[src/logic/rsd_defs.vh]
// Constants for the rail sequence delay register bank
`ifndef RSD_DEFS_VH
`define RSD_DEFS_VH

// ----------------------------------------------------------------
// Register sub-addresses
// ----------------------------------------------------------------
`define RSD_ADDR_AUX_VOLT   8'h1B
`define RSD_ADDR_SEQ_LOW    8'h20
`define RSD_ADDR_SEQ_HIGH   8'h21

// ----------------------------------------------------------------
// Reset values and field layout
// ----------------------------------------------------------------
`define RSD_RST_AUX_VOLT    6'h1F
`define RSD_RST_SEQ_LOW     8'h00
`define RSD_RST_SEQ_HIGH    8'h00
`define RSD_VOLT_MSB        5
`define RSD_SCALE_BIT       7
`define RSD_GAP9_BIT        0
`define RSD_READ_ZERO       8'h00

// ----------------------------------------------------------------
// Voltage decode, millivolts
// ----------------------------------------------------------------
`define RSD_FINE_BASE_MV    12'h384
`define RSD_FINE_STEP_MV    12'h019
`define RSD_FINE_LAST_CODE  6'h19
`define RSD_COARSE_CODE     6'h1A
`define RSD_COARSE_BASE_MV  12'h60E
`define RSD_COARSE_STEP_MV  12'h032

// ----------------------------------------------------------------
// Timing
// ----------------------------------------------------------------
`define RSD_CLK_MHZ         50
`define RSD_GAP_SHORT_US    2000
`define RSD_GAP_LONG_US     5000
`define RSD_BLANK_US        5000
`define RSD_PD_SCALE        10
`define RSD_GAP_FIRST       4'h1
`define RSD_GAP_LAST        4'h9

`endif

[src/logic/rsd_gap_timer.v]
// Down counter that times one sequencer strobe gap
`timescale 1ns/1ns
module rsd_gap_timer
#(
  parameter CNT_W = 24
)
(
  // Clock and reset
  input  wire             sys_clk_in,
  input  wire             rstn_in,
  // Control
  input  wire             start_in,
  input  wire [CNT_W-1:0] len_in,
  // Status
  output wire             busy_out,
  output wire             done_out
);

  reg  [CNT_W-1:0] cnt_r;
  reg  [CNT_W-1:0] cnt_nxt;
  reg              done_r;
  reg              done_nxt;

  // ----------------------------------------------------------------
  // Counter
  // ----------------------------------------------------------------
  // A new start restarts the gap even mid-count
  always @*
  begin
    cnt_nxt  = cnt_r;
    done_nxt = 1'b0;
    if (start_in)
    begin
      cnt_nxt = len_in;
    end
    else if (cnt_r != {CNT_W{1'b0}})
    begin
      cnt_nxt = cnt_r - {{(CNT_W-1){1'b0}}, 1'b1};
      if (cnt_r == {{(CNT_W-1){1'b0}}, 1'b1})
      begin
        done_nxt = 1'b1;
      end
    end
  end

  always @(posedge sys_clk_in)
  begin
    if (!rstn_in)
    begin
      cnt_r  <= {CNT_W{1'b0}};
      done_r <= 1'b0;
    end
    else
    begin
      cnt_r  <= cnt_nxt;
      done_r <= done_nxt;
    end
  end

  assign busy_out = (cnt_r != {CNT_W{1'b0}});
  assign done_out = done_r;

endmodule

[src/logic/rsd_regs.v]
// Regulator setpoint and sequencer delay register bank
`timescale 1ns/1ns
`include "rsd_defs.vh"

module rsd_regs
#(
  parameter SHORT_CYC = `RSD_GAP_SHORT_US * `RSD_CLK_MHZ,
  parameter LONG_CYC  = `RSD_GAP_LONG_US * `RSD_CLK_MHZ,
  parameter BLANK_CYC = `RSD_BLANK_US * `RSD_CLK_MHZ,
  parameter PD_SCALE  = `RSD_PD_SCALE,
  parameter CNT_W     = 24
)
(
  // Clock and reset
  input  wire             sys_clk_in,
  input  wire             rstn_in,
  // Register port from the serial slave
  input  wire             reg_wr_in,
  input  wire             reg_rd_in,
  input  wire [7:0]       reg_addr_in,
  input  wire [7:0]       reg_wdata_in,
  output wire [7:0]       reg_rdata_out,
  output wire             reg_wr_refused_out,
  // Unlock level from the password logic
  input  wire             unlock_in,
  // Regulator setpoint
  output wire [5:0]       aux_regulator_voltage_out,
  output wire [11:0]      aux_voltage_mv_out,
  output wire             monitor_blank_out,
  // Sequencer gap timing
  output wire [8:0]       gap_select_out,
  output wire             powerdown_gap_scale_out,
  input  wire             gap_start_in,
  input  wire [3:0]       gap_index_in,
  input  wire             power_down_in,
  output wire             gap_busy_out,
  output wire             gap_done_out
);

  // ----------------------------------------------------------------
  // Helpers
  // ----------------------------------------------------------------
  function hit;
    input [7:0] addr;
    input [7:0] target;
    begin
      hit = (addr == target);
    end
  endfunction

  localparam [CNT_W-1:0] SHORT_LEN = SHORT_CYC[CNT_W-1:0];
  localparam [CNT_W-1:0] LONG_LEN  = LONG_CYC[CNT_W-1:0];
  localparam [CNT_W-1:0] BLANK_LEN = BLANK_CYC[CNT_W-1:0];
  // Scaled lengths must still fit CNT_W bits
  localparam integer     SHORT_PD_CYC = SHORT_CYC * PD_SCALE;
  localparam integer     LONG_PD_CYC  = LONG_CYC * PD_SCALE;
  localparam [CNT_W-1:0] SHORT_PD  = SHORT_PD_CYC[CNT_W-1:0];
  localparam [CNT_W-1:0] LONG_PD   = LONG_PD_CYC[CNT_W-1:0];
  localparam [7:0]       SEQ_HIGH_RST = `RSD_RST_SEQ_HIGH;

  reg  [5:0]       aux_volt_r;
  reg  [7:0]       seq_low_r;
  reg              gap9_r;
  reg              scale_r;
  reg  [7:0]       rdata_r;
  reg  [7:0]       rdata_nxt;
  reg              refused_r;
  reg  [CNT_W-1:0] blank_r;
  reg  [11:0]      volt_mv_r;
  reg  [11:0]      volt_mv_nxt;
  reg              gap_long;
  reg  [CNT_W-1:0] gap_len;

  wire             wr_volt;
  wire             wr_low;
  wire             wr_high;
  wire [8:0]       gap_sel;

  assign wr_volt = reg_wr_in & hit(reg_addr_in, `RSD_ADDR_AUX_VOLT);
  assign wr_low  = reg_wr_in & hit(reg_addr_in, `RSD_ADDR_SEQ_LOW);
  assign wr_high = reg_wr_in & hit(reg_addr_in, `RSD_ADDR_SEQ_HIGH);

  // ----------------------------------------------------------------
  // Register storage
  // ----------------------------------------------------------------
  always @(posedge sys_clk_in)
  begin
    if (!rstn_in)
    begin
      aux_volt_r <= `RSD_RST_AUX_VOLT;
      seq_low_r  <= `RSD_RST_SEQ_LOW;
      gap9_r     <= SEQ_HIGH_RST[`RSD_GAP9_BIT];
      scale_r    <= SEQ_HIGH_RST[`RSD_SCALE_BIT];
      refused_r  <= 1'b0;
    end
    else
    begin
      // Upper bits dropped on write
      if (wr_volt)
      begin
        aux_volt_r <= reg_wdata_in[`RSD_VOLT_MSB:0];
      end
      if (wr_low && unlock_in)
      begin
        seq_low_r <= reg_wdata_in;
      end
      // Bits 6..1 are not stored at all
      if (wr_high && unlock_in)
      begin
        gap9_r  <= reg_wdata_in[`RSD_GAP9_BIT];
        scale_r <= reg_wdata_in[`RSD_SCALE_BIT];
      end
      refused_r <= (wr_low | wr_high) & ~unlock_in;
    end
  end

  // ----------------------------------------------------------------
  // Read path
  // ----------------------------------------------------------------
  always @*
  begin
    rdata_nxt = rdata_r;
    if (reg_rd_in)
    begin
      if (hit(reg_addr_in, `RSD_ADDR_AUX_VOLT))
      begin
        rdata_nxt = {2'h0, aux_volt_r};
      end
      else if (hit(reg_addr_in, `RSD_ADDR_SEQ_LOW))
      begin
        rdata_nxt = seq_low_r;
      end
      else if (hit(reg_addr_in, `RSD_ADDR_SEQ_HIGH))
      begin
        rdata_nxt = {scale_r, 6'h00, gap9_r};
      end
      else
      begin
        rdata_nxt = `RSD_READ_ZERO;
      end
    end
  end

  always @(posedge sys_clk_in)
  begin
    if (!rstn_in)
    begin
      rdata_r <= `RSD_READ_ZERO;
    end
    else
    begin
      rdata_r <= rdata_nxt;
    end
  end

  // ----------------------------------------------------------------
  // Setpoint decode
  // ----------------------------------------------------------------
  // Registered so the analog side sees one clean code change
  always @*
  begin
    if (aux_volt_r <= `RSD_FINE_LAST_CODE)
    begin
      volt_mv_nxt = `RSD_FINE_BASE_MV
                  + `RSD_FINE_STEP_MV * {6'h00, aux_volt_r};
    end
    else
    begin
      volt_mv_nxt = `RSD_COARSE_BASE_MV + `RSD_COARSE_STEP_MV
                  * {6'h00, aux_volt_r - `RSD_COARSE_CODE};
    end
  end

  always @(posedge sys_clk_in)
  begin
    if (!rstn_in)
    begin
      volt_mv_r <= 12'h000;
    end
    else
    begin
      volt_mv_r <= volt_mv_nxt;
    end
  end

  // ----------------------------------------------------------------
  // Monitor blanking
  // ----------------------------------------------------------------
  // Every write restarts the window, even with an unchanged code
  always @(posedge sys_clk_in)
  begin
    if (!rstn_in)
    begin
      blank_r <= {CNT_W{1'b0}};
    end
    else if (wr_volt)
    begin
      blank_r <= BLANK_LEN;
    end
    else if (blank_r != {CNT_W{1'b0}})
    begin
      blank_r <= blank_r - {{(CNT_W-1){1'b0}}, 1'b1};
    end
  end

  // ----------------------------------------------------------------
  // Gap length selection
  // ----------------------------------------------------------------
  assign gap_sel = {gap9_r, seq_low_r};

  // Indexes outside 1..9 fall back to the short gap
  always @*
  begin
    gap_long = 1'b0;
    if (gap_index_in >= `RSD_GAP_FIRST && gap_index_in <= `RSD_GAP_LAST)
    begin
      gap_long = gap_sel[gap_index_in - `RSD_GAP_FIRST];
    end
    case ({power_down_in & scale_r, gap_long})
      2'b00:   gap_len = SHORT_LEN;
      2'b01:   gap_len = LONG_LEN;
      2'b10:   gap_len = SHORT_PD;
      2'b11:   gap_len = LONG_PD;
      default: gap_len = SHORT_LEN;
    endcase
  end

  rsd_gap_timer #(
    .CNT_W      (CNT_W)
  ) u_gap_timer (
    .sys_clk_in (sys_clk_in),
    .rstn_in    (rstn_in),
    .start_in   (gap_start_in),
    .len_in     (gap_len),
    .busy_out   (gap_busy_out),
    .done_out   (gap_done_out)
  );

  // ----------------------------------------------------------------
  // Outputs
  // ----------------------------------------------------------------
  assign reg_rdata_out             = rdata_r;
  assign reg_wr_refused_out        = refused_r;
  assign aux_regulator_voltage_out = aux_volt_r;
  assign aux_voltage_mv_out        = volt_mv_r;
  assign monitor_blank_out         = (blank_r != {CNT_W{1'b0}});
  assign gap_select_out            = gap_sel;
  assign powerdown_gap_scale_out   = scale_r;

endmodule

[config.mk]
export PLATFORM = sky130hd
export DESIGN_NAME = rsd_regs
export DESIGN_NICKNAME = d
export VERILOG_FILES = /design/src/logic/rsd_gap_timer.v /design/src/logic/rsd_regs.v
export VERILOG_INCLUDE_DIRS = /design/src /design/src/logic
export SDC_FILE = /design/constraint.sdc
export NUM_CORES = 1
export LEC_CHECK = 0
export ABC_AREA = 1
export ABC_CLOCK_PERIOD_IN_PS = 7500
export BUFFER_PORTS_ARGS = -buffer_cell sky130_fd_sc_hd__clkbuf_2
export CAP_MARGIN = 10
export CORE_MARGIN = 4
export CORE_UTILIZATION = 40
export DETAILED_ROUTE_END_ITERATION = 6
export HOLD_SLACK_MARGIN = 0.12
export MAX_ROUTING_LAYER = met4
export PLACE_DENSITY = 0.58
export SYNTH_ARGS = -nofsm -noshare
export SYNTH_HDL_FRONTEND = slang
export SYNTH_SLANG_ARGS = --single-unit
[constraint.sdc]
create_clock -name sys_clk_in -period 7.5 [get_ports sys_clk_in]
set_input_delay 1.125 -clock sys_clk_in [delete_from_list [all_inputs] [get_ports sys_clk_in]]
set_output_delay 1.125 -clock sys_clk_in [all_outputs]
set_load 0.005 [all_outputs]
After elaboration in Yosys (flattened, before gate mapping)
Cells that the tools add are included.
- flip-flop bits (word level): 86
- input port bits: 27
- output and inout port bits: 40
- logic and storage cells: 62
- add/subtract/negate cells: 6
- multiply operators: 2
- order comparisons: 4
- eq/ne operators: 7
- multiplexer cells: 13
- bitwise operators: 9
- reduce and logical (&&, ||, !) cells: 10
- operators with widths (cell ; number):
    $pmux W24 S4 ; 1
    $mux W24 ; 2
    $reduce_bool A24 Y1 ; 2
    $sub A24 B1 Y24 const B ; 2
    $mux W18 ; 2
    $eq A24 B1 Y1 const B ; 1
    $mux W8 ; 3
    $mul A5 B6 Y11 const A ; 2
    $eq A8 B6 Y1 const B ; 2
    $add A10 B11 Y12 const A ; 1
    $add A11 B12 Y12 const A ; 1
    $mux W12 ; 1
    $eq A8 B5 Y1 const B ; 1
    $le A6 B5 Y1 const B ; 1
    $sub A6 B5 Y6 const B ; 1
    $and A1 B1 Y1 ; 5
    $lt A4 B5 Y1 const B ; 1
    $bmux W1 S4 ; 1
    $eq A2 B2 Y1 const B ; 2
    $ge A4 B1 Y1 const B ; 1
    $le A4 B4 Y1 const B ; 1
    $reduce_bool A2 Y1 ; 2
    $sub A4 B1 Y4 const B ; 1
    $logic_and A1 B1 Y1 ; 3
    7 further kinds ; 11

Depth between registers and ports, before layout
Gate-level depths: netlist of run 1.
- word-level depth: 7
- gate-level depth with buffers: 21
- gate-level depth less buffers: 21

Modules after synthesis
From an unflattened synthesis of run 1, not the netlist that was laid out.
- cell total of the unflattened synthesis: 896
- area, all modules: 6246.0 sq um
- modules (own cells, without submodules) (module ; instances ; cells an instance ; area an instance (sq um) ; sequential area each (sq um)):
    rsd_regs ; 1 ; 620 ; 4544.4 ; 1221.2
    rsd_gap_timer ; 1 ; 276 ; 1701.6 ; 500.5

Worst setup path after synthesis of run 1
Ideal clock, no wire load.
- path kind: reg2reg
- start point: register aux_volt_r[1], in the netlist aux_regulator_voltage_out[1]
- end point: register volt_mv_r[11], in the netlist aux_voltage_mv_out[11]
- library setup time: 0.132 ns
- arrival: 3.088 ns
- data required time: 7.368 ns
- setup slack: 4.280 ns
- stages on the path, launching flop included: 18
- path buffers: 0
- cell sequence: dfxtp_1 -> inv_1 -> ha_1 -> inv_1 -> nand2_1 -> xor2_1 -> ha_1 -> ha_1 -> ha_1 -> ha_1 -> nand2_1 -> or2_2 -> nand3_1 -> nand2_1 -> nand2_1 -> nand2_1 -> nand3_1 -> a21oi_1
- word-level cells in the longest chain between the ends: 4
- elaborated cells on any way between the ends: 7
- RTL lines (what ; line ; source):
    from (decl) ; rsd_regs.v:61 ; reg [5:0] aux_volt_r;
    from (signal assigned) ; rsd_regs.v:90 ; aux_volt_r <= `RSD_RST_AUX_VOLT;
    from (signal assigned) ; rsd_regs.v:101 ; aux_volt_r <= reg_wdata_in[`RSD_VOLT_MSB:0];
    $sub A6 B5 Y6 (no source line) ; - ;
    $mul A5 B6 Y11 (no source line) ; - ;
    $add A11 B12 Y12 (no source line) ; - ;
    $mux W12 (*) ; rsd_regs.v:162 ; if (aux_volt_r <= `RSD_FINE_LAST_CODE)
    to (signal assigned) ; rsd_regs.v:182 ; volt_mv_r <= volt_mv_nxt;
    to (decl) ; rsd_regs.v:69 ; reg [11:0] volt_mv_r;
Mark *: on every way between the ends. The rest lies on a longest branch, timed or not.
A chain may end at the register's enable or synchronous reset.

Worst setup path in the final report of run 1
- start point: register aux_volt_r[1], in the netlist aux_regulator_voltage_out[1]
- end point: register volt_mv_r[9], in the netlist aux_voltage_mv_out[9]
Same word-level chain as after synthesis.

==> flow_summary.json, run 1 <==
{
  "hold_viol": 0,
  "cts_tree": "done",
  "synth_top_area_cell": "dfxtp_1",
  "switching_share_pct": 36.6,
  "max_cap_violations": 0,
  "powerDensity_nw_per_um2": 226,
  "crit_path_start_kind": "flop",
  "drc_errors": 0,
  "yosys-top-cells-count": "161 x nand2_1, 100 x nor2_1, 99 x inv_1, 86 x dfxtp_1, 64 x ha_1",
  "peakVddDrop_v": 0.000100,
  "synthFlopType": "dfxtp_1",
  "cts_resized": 0,
  "root_buffer": "clkbuf_16",
  "synth-seq-cells": 86,
  "syn_nets": 933,
  "ys_types": 45,
  "ys_seq_area_share_pct": 28.9,
  "fillCellCount": 1506,
  "dp_hpwl_um": 11400,
  "track_usage_pct": 19.0,
  "pwr-share-comb_pct": 32.7,
  "required_ns": 7.71,
  "crit_arrival_ns": 3.82,
  "worst_pin_slew_ns": 0.882,
  "critical_path.endpoint_type": "flop",
  "grt-ovfl-total": 0,
  "grt_first_pass_wirelength_um": 25300,
  "dr.pass1.iters": 5,
  "slew_violations": 0,
  "status": "finished clean",
  "hold_depth": 2,
  "synth_top_area_share_pct": 28.9,
  "grt_setup_unrepaired": "no",
  "place_ws_ns": 3.90,
  "yosysWarningCount": 0,
  "ant_nets": 0,
  "pwr-share-seq_pct": 35.6,
  "final_util_pct": 46.3,
  "postCtsSetupBuffers": 0,
  "setup_viol": 0,
  "die_height_um": 130,
  "netlist_instances": 838,
  "htree_levels": 3,
  "skew_ns": 0.00826,
  "path_clk_slew_ns": 0.07,
  "port_buffers": 66,
  "drt-total-wl_um": 14800,
  "num_antenna_cells": 0,
  "ff_latch_area_um2": 1720,
  "dieArea_um2": 16900,
  "drt_iter0_markers": 248,
  "leakagePower_nw": 3.41,
  "grt_max_degree": 29,
  "startpoint": "aux_regulator_voltage_out[1]$_SDFFE_PN1P_",
  "syn_avg_cell_area_um2": 7.12,
  "path_class": "reg2reg",
  "start_util_pct": 40.9,
  "period_needed_ns": 3.61,
  "finalSetupTns_ns": 0,
  "hold_slack_ns": 0.470,
  "vias_per_cell": 4.99,
  "antenna_found_initial": 0,
  "reg2reg_from": "aux_regulator_voltage_out[1]$_SDFFE_PN1P_",
  "intPower_w": 0.000970,
  "power_w": 0.00153,
  "areaGrowthSynthToFinish_pct": 13.3,
  "fin_crit_sh_pct": 48.1,
  "hold_buffers": 0,
  "pwr-share-clk_pct": 31.6,
  "fmax_ghz": 0.277,
  "core_region_area_um2": 14600,
  "min_from": "reg_rdata_out[6]$_SDFFE_PN0P_",
  "multi_input_area_um2": 3750,
  "vias": 5415,
  "ios": 67,
  "layout-drive-gt1-share_pct": 13.7,
  "routedWlPerCell_um": 13.7,
  "synth-edff-count": 0,
  "finalNetCount": 991,
  "grt_pass1_vias": 5193,
  "relSlewSlack_pct": 41.0,
  "netlist_area_um2": 5960,
  "crit_fanout": 11,
  "reg2reg_depth": 17,
  "yosysMostFrequentCell": "nand2_1",
  "num_rows": 44,
  "hold_class": "reg2reg",
  "clockBufferDepth": 2,
  "numCtsBuffers": 9,
  "gp_congestion": 0.936,
  "die_x_um": 130,
  "ys_async_sr_fraction_pct": 0,
  "fin_ws_ns": 3.89,
  "switching_power_w": 0.000559,
  "cts.sinks": 86,
  "clock_latency_ns": 0.35,
  "synthTopCellsByArea": "dfxtp_1 29%, ha_1 13%, nand2_1 10%, nor2_1 6.3%, inv_1 6.2%"
}
[power groups by stage]
stage / clock network [W] / registers (W) / logic [W]
detailed placement: 0 / 0.000555 / 0.000495
floorplan: 0 / 0.000545 / 0.000396
finish: 0.000483 / 0.000545 / 0.000500
global placement: 0 / 0.000555 / 0.000496
global route: 0.000511 / 0.000552 / 0.000575
CTS: 0.000493 / 0.000544 / 0.000501
[metal layers]
| layer | wire length (um) | share of wire [%] | GRT usage (%) |
|---|---|---|---|
| met4 | 225 | 1.5 | 6.66 |
| met2 | 6780 | 46 | 29.7 |
| met3 | 500 | 3.4 | 2.50 |
| met5 | 0 | 0 | - |
| met1 | 7320 | 49 | 25.3 |
[kinds of logic (layout without fill, tap and decap cells)]
logic type | Yosys count | count (layout) | synth area share, %
AOI/OAI and AO/OA | 118 | 118 | 11.1
adders and majority gates | 68 | 68 | 14.8
DFF | 86 | 86 | 28.9
and+or+nand+nor | 401 | 401 | 31.3
buffers and inverters | 126 | 189 | 8.18
xor gates and xnor gates | 39 | 39 | 5.73
[sequential cells by signal (all words and copies together) (netlist names)]
| signal | count |
|---|---|
| gap9_r | 1 |
| reg_rdata_out | 8 |
| reg_wr_refused_out | 1 |
| seq_low_r | 8 |
| u_gap_timer.done_out | 1 |
| blank_r | 24 |
| powerdown_gap_scale_out | 1 |
| u_gap_timer.cnt_r | 24 |
| aux_voltage_mv_out | 12 |
| aux_regulator_voltage_out | 6 |
[worst max-delay path: stages (launching register included)]
cell and delay (ns):
dfxtp_1 0.57, inv_1 0.16, ha_1 0.28, xor2_1 0.19, inv_1 0.11, ha_1 0.31
ha_1 0.28, ha_1 0.30, ha_1 0.41, inv_1 0.07, nand2_1 0.06, nand2_1 0.08
nor2_1 0.15, nand3_1 0.15, nand2_1 0.11, nand2_1 0.05, o21ai_0 0.16, a31oi_1 0.06
[final timing paths]
| kind | endpoint | slack (ns) |
|---|---|---|
| setup / recovery | aux_voltage_mv_out[9]$_SDFF_PN0_ | 3.89 |
| setup reg to reg | aux_voltage_mv_out[9]$_SDFF_PN0_ | 3.89 |
| hold reg to reg | reg_rdata_out[6]$_SDFFE_PN0P_ | 0.47 |
| hold / removal | reg_rdata_out[6]$_SDFFE_PN0P_ | 0.47 |
[layout by cell type (no fill, tap or decap), types with 10 or more instances in the layout]
cell type / instances
nand2_1: 161
nor2_1: 100
inv_1: 99
dfxtp_1: 86
clkbuf_2: 66
ha_1: 64
nand3_1: 63
a21oi_1: 57
o21ai_0: 26
xor2_1: 23
xnor2_1: 16
nand4_1: 13
o211ai_1: 10
nor3_1: 10
[layout make-up]
cell class,count,area share (%)
repair buffers,67,5.00
clock inverters,5,0.926
flip-flops and latches,86,25.5
multi-input cells,626,55.6
clock buffers,11,3.74
well taps,184,3.41
inverters,106,5.89
[metrics by stage]
stage,instances,instance area [um^2]
after CTS,1085,6760
final,1085,6760
after global routing,1085,6760
after detailed placement,1069,6440
after global placement,1069,6440
after floorplan,838,5960
No activity file was read; power rests on OpenSTA's default activity.
==> run 2: changes to the inputs <==
--- a/config.mk
+++ b/config.mk
@@ -7,7 +7,7 @@
 export NUM_CORES = 1
 export LEC_CHECK = 0
 export ABC_AREA = 1
-export ABC_CLOCK_PERIOD_IN_PS = 7500
+export ABC_CLOCK_PERIOD_IN_PS = 2900
 export BUFFER_PORTS_ARGS = -buffer_cell sky130_fd_sc_hd__clkbuf_2
 export CAP_MARGIN = 10
 export CORE_MARGIN = 4
@@ -15,7 +15,7 @@
 export DETAILED_ROUTE_END_ITERATION = 6
 export HOLD_SLACK_MARGIN = 0.12
 export MAX_ROUTING_LAYER = met4
-export PLACE_DENSITY = 0.58
+export PLACE_DENSITY = 0.6
 export SYNTH_ARGS = -nofsm -noshare
 export SYNTH_HDL_FRONTEND = slang
 export SYNTH_SLANG_ARGS = --single-unit
==> constraint.sdc (replaced) <==
create_clock -name sys_clk_in -period 2.9 [get_ports sys_clk_in]
set_input_delay 0.435 -clock sys_clk_in [delete_from_list [all_inputs] [get_ports sys_clk_in]]
set_output_delay 0.435 -clock sys_clk_in [all_outputs]
set_load 0.005 [all_outputs]
==> run 2 against run 1 <==
Against the previous run: first-iteration DRC count grew 8.1%; highest routed layer unchanged; sequential share of layout area shrank 2.0 points; non-clock buffer count grew 37.
==> flow_summary.json, run 2 (same netlist as run 1, synthesis figures left out) <==
{
  "clockBufferDepth": 2,
  "worst_pin_slew_ns": 0.602,
  "ff_latch_area_um2": 1730,
  "status": "finished clean",
  "powerDensity_nw_per_um2": 532,
  "relSlewSlack_pct": 59.8,
  "track_usage_pct": 18.9,
  "ios": 67,
  "path_delay_family": "adder cells",
  "antenna_found_initial": 0,
  "routedWlPerCell_um": 13.5,
  "setup_viol": 0,
  "numCtsBuffers": 9,
  "final_util_pct": 50.5,
  "max_cap_violations": 0,
  "fillCellCount": 1436,
  "die_height_um": 130,
  "multi_input_area_um2": 4090,
  "crit_arrival_ns": 3.17,
  "reg2reg_depth": 19,
  "grt_pass1_vias": 5227,
  "grt_setup_unrepaired": "yes",
  "peakVddDrop_v": 0.000296,
  "slew_violations": 0,
  "finalSetupTns_ns": 0,
  "root_buffer": "clkbuf_16",
  "leakagePower_nw": 3.59,
  "crit_buf_inv": 1,
  "hold_path_end": "reg_wr_refused_out$_SDFF_PN0_",
  "hold_slack_ns": 0.285,
  "start_util_pct": 40.9,
  "grt-ovfl-total": 0,
  "hold_depth": 2,
  "num_rows": 44,
  "path_class": "reg2reg",
  "vias": 5552,
  "min_from": "unlock_in",
  "areaGrowthSynthToFinish_pct": 23.6,
  "crit_path_start_kind": "flop",
  "vias_per_cell": 4.95,
  "final_cell_area_um2": 7370,
  "core_region_area_um2": 14600,
  "dr.pass1.iters": 5,
  "hold_buffers": 0,
  "path_clk_slew_ns": 0.07,
  "reg2reg_to": "aux_voltage_mv_out[11]$_SDFF_PN0_",
  "cpMaxStageDelayCell": "dfxtp_4",
  "wl_met2_um": 6820,
  "ant_nets": 0,
  "dieArea_um2": 16900,
  "dr.max_layer_used": "met4",
  "cts.sinks": 86,
  "ff2ff_setup_slack_ns": 0.02,
  "skew_ns": 0.00560,
  "dpl-instance-area_um2": 6820,
  "fin_crit_sh_pct": 99.2,
  "die_x_um": 130,
  "drt-total-wl_um": 15200,
  "grt_first_pass_wirelength_um": 24800,
  "path_cells": "inv_4 -> ha_4 -> nand2_4 -> nand2_4 -> xor2_4 -> ha_1 -> ha_4 -> ha_4 -> ha_4 -> nand2_2 -> nor2_1 -> nand2_1 -> nand3_2 -> nand2_1 -> nand2_1 -> nand3_1 -> nand2_1 -> nand3_2 -> a21oi_2",
  "crit_path_max_incr_delay_ns": 0.37,
  "num_antenna_cells": 0,
  "fmax_ghz": 0.348,
  "grt_max_degree": 30,
  "layout-drive-gt1-share_pct": 22.2,
  "port_buffers": 66,
  "wl_met1_um": 7560,
  "reg2reg_from": "aux_regulator_voltage_out[2]$_SDFFE_PN1P_",
  "finalNetCount": 1028,
  "dp_hpwl_um": 11600,
  "clock_latency_ns": 0.35,
  "period_needed_ns": 2.88,
  "cts_tree": "done",
  "required_ns": 3.19,
  "drc_errors": 0,
  "final_common_cell": "nand2_1",
  "htree_levels": 3,
  "met3RoutedLength_um": 536,
  "drt_iter0_markers": 268,
  "hold_class": "in2reg",
  "critical_path.endpoint_type": "flop",
  "hold_viol": 0,
  "gp_congestion": 0.873,
  "crit_fanout": 5,
  "final_cell_mix": "155 x nand2_1, 97 x nor2_1, 94 x inv_1, 82 x dfxtp_1, 66 x clkbuf_2"
}
-- run 2: changes by cell type in the layout (fill, tap and decap cells not counted), sizes merged --
cell and change:
clkinv +1, inv +1, clkbuf -2, buf +37
-- run 2: worst max-delay path by stage --
stage,to,cells after the start,start,slack (ns)
global placement,aux_voltage_mv_out[11]$_SDFF_PN0_,19,aux_regulator_voltage_out[2]$_SDFFE_PN1P_,-0.05
finish,aux_voltage_mv_out[11]$_SDFF_PN0_,19,aux_regulator_voltage_out[2]$_SDFFE_PN1P_,0.02
floorplan,aux_voltage_mv_out[11]$_SDFF_PN0_,18,aux_regulator_voltage_out[3]$_SDFFE_PN1P_,-0.01
CTS,aux_voltage_mv_out[11]$_SDFF_PN0_,21,aux_regulator_voltage_out[2]$_SDFFE_PN1P_,-0.01
global route,aux_voltage_mv_out[11]$_SDFF_PN0_,21,aux_regulator_voltage_out[2]$_SDFFE_PN1P_,-0.17
detailed placement,aux_voltage_mv_out[11]$_SDFF_PN0_,19,aux_regulator_voltage_out[2]$_SDFFE_PN1P_,-0.11
-- run 2: per-stage QoR --
stage	instances	power (W)	setup slack, ns
floorplan	838	0.00243	-0.0116
global placement	1102	0.00272	-0.0455
detailed placement	1102	0.00272	-0.108
CTS	1120	0.00395	-0.0111
global route	1122	0.00419	-0.174
finish	1122	0.00392	0.0230
-- run 2: timing repair --
item / CTS / global route
setup endpoints to repair: 3 / 5
gates resized for setup: 13 / 31
buffers inserted: 2 / 2
pin swaps: 10 / 13
-- run 2: area by class of cell --
type / instances / area share, %
inverters: 106 / 5.43
well taps: 184 / 3.12
repair buffers: 104 / 8.35
flip-flops and latches: 86 / 23.5
clock inverters: 7 / 1.07
clock buffers: 9 / 3.05
multi-input cells: 626 / 55.4
-- run 2: layer usage --
layer	vias to the layer above	track usage (%)
li1	2948	-
met3	17	3.07
met4	0	6.30
met2	92	29.1
met5	-	-
met1	2495	25.2
-- run 2: power breakdown --
| group | total (W) | switching, W | leakage, nW | internal [W] |
|---|---|---|---|---|
| sequential | 0.00141 | 0.000106 | 0.702 | 0.00130 |
| combinational | 0.00131 | 0.000810 | 2.75 | 0.000498 |
| clock | 0.00121 | 0.000530 | 0.144 | 0.000678 |
| total | 0.00392 | 0.00145 | 3.59 | 0.00248 |
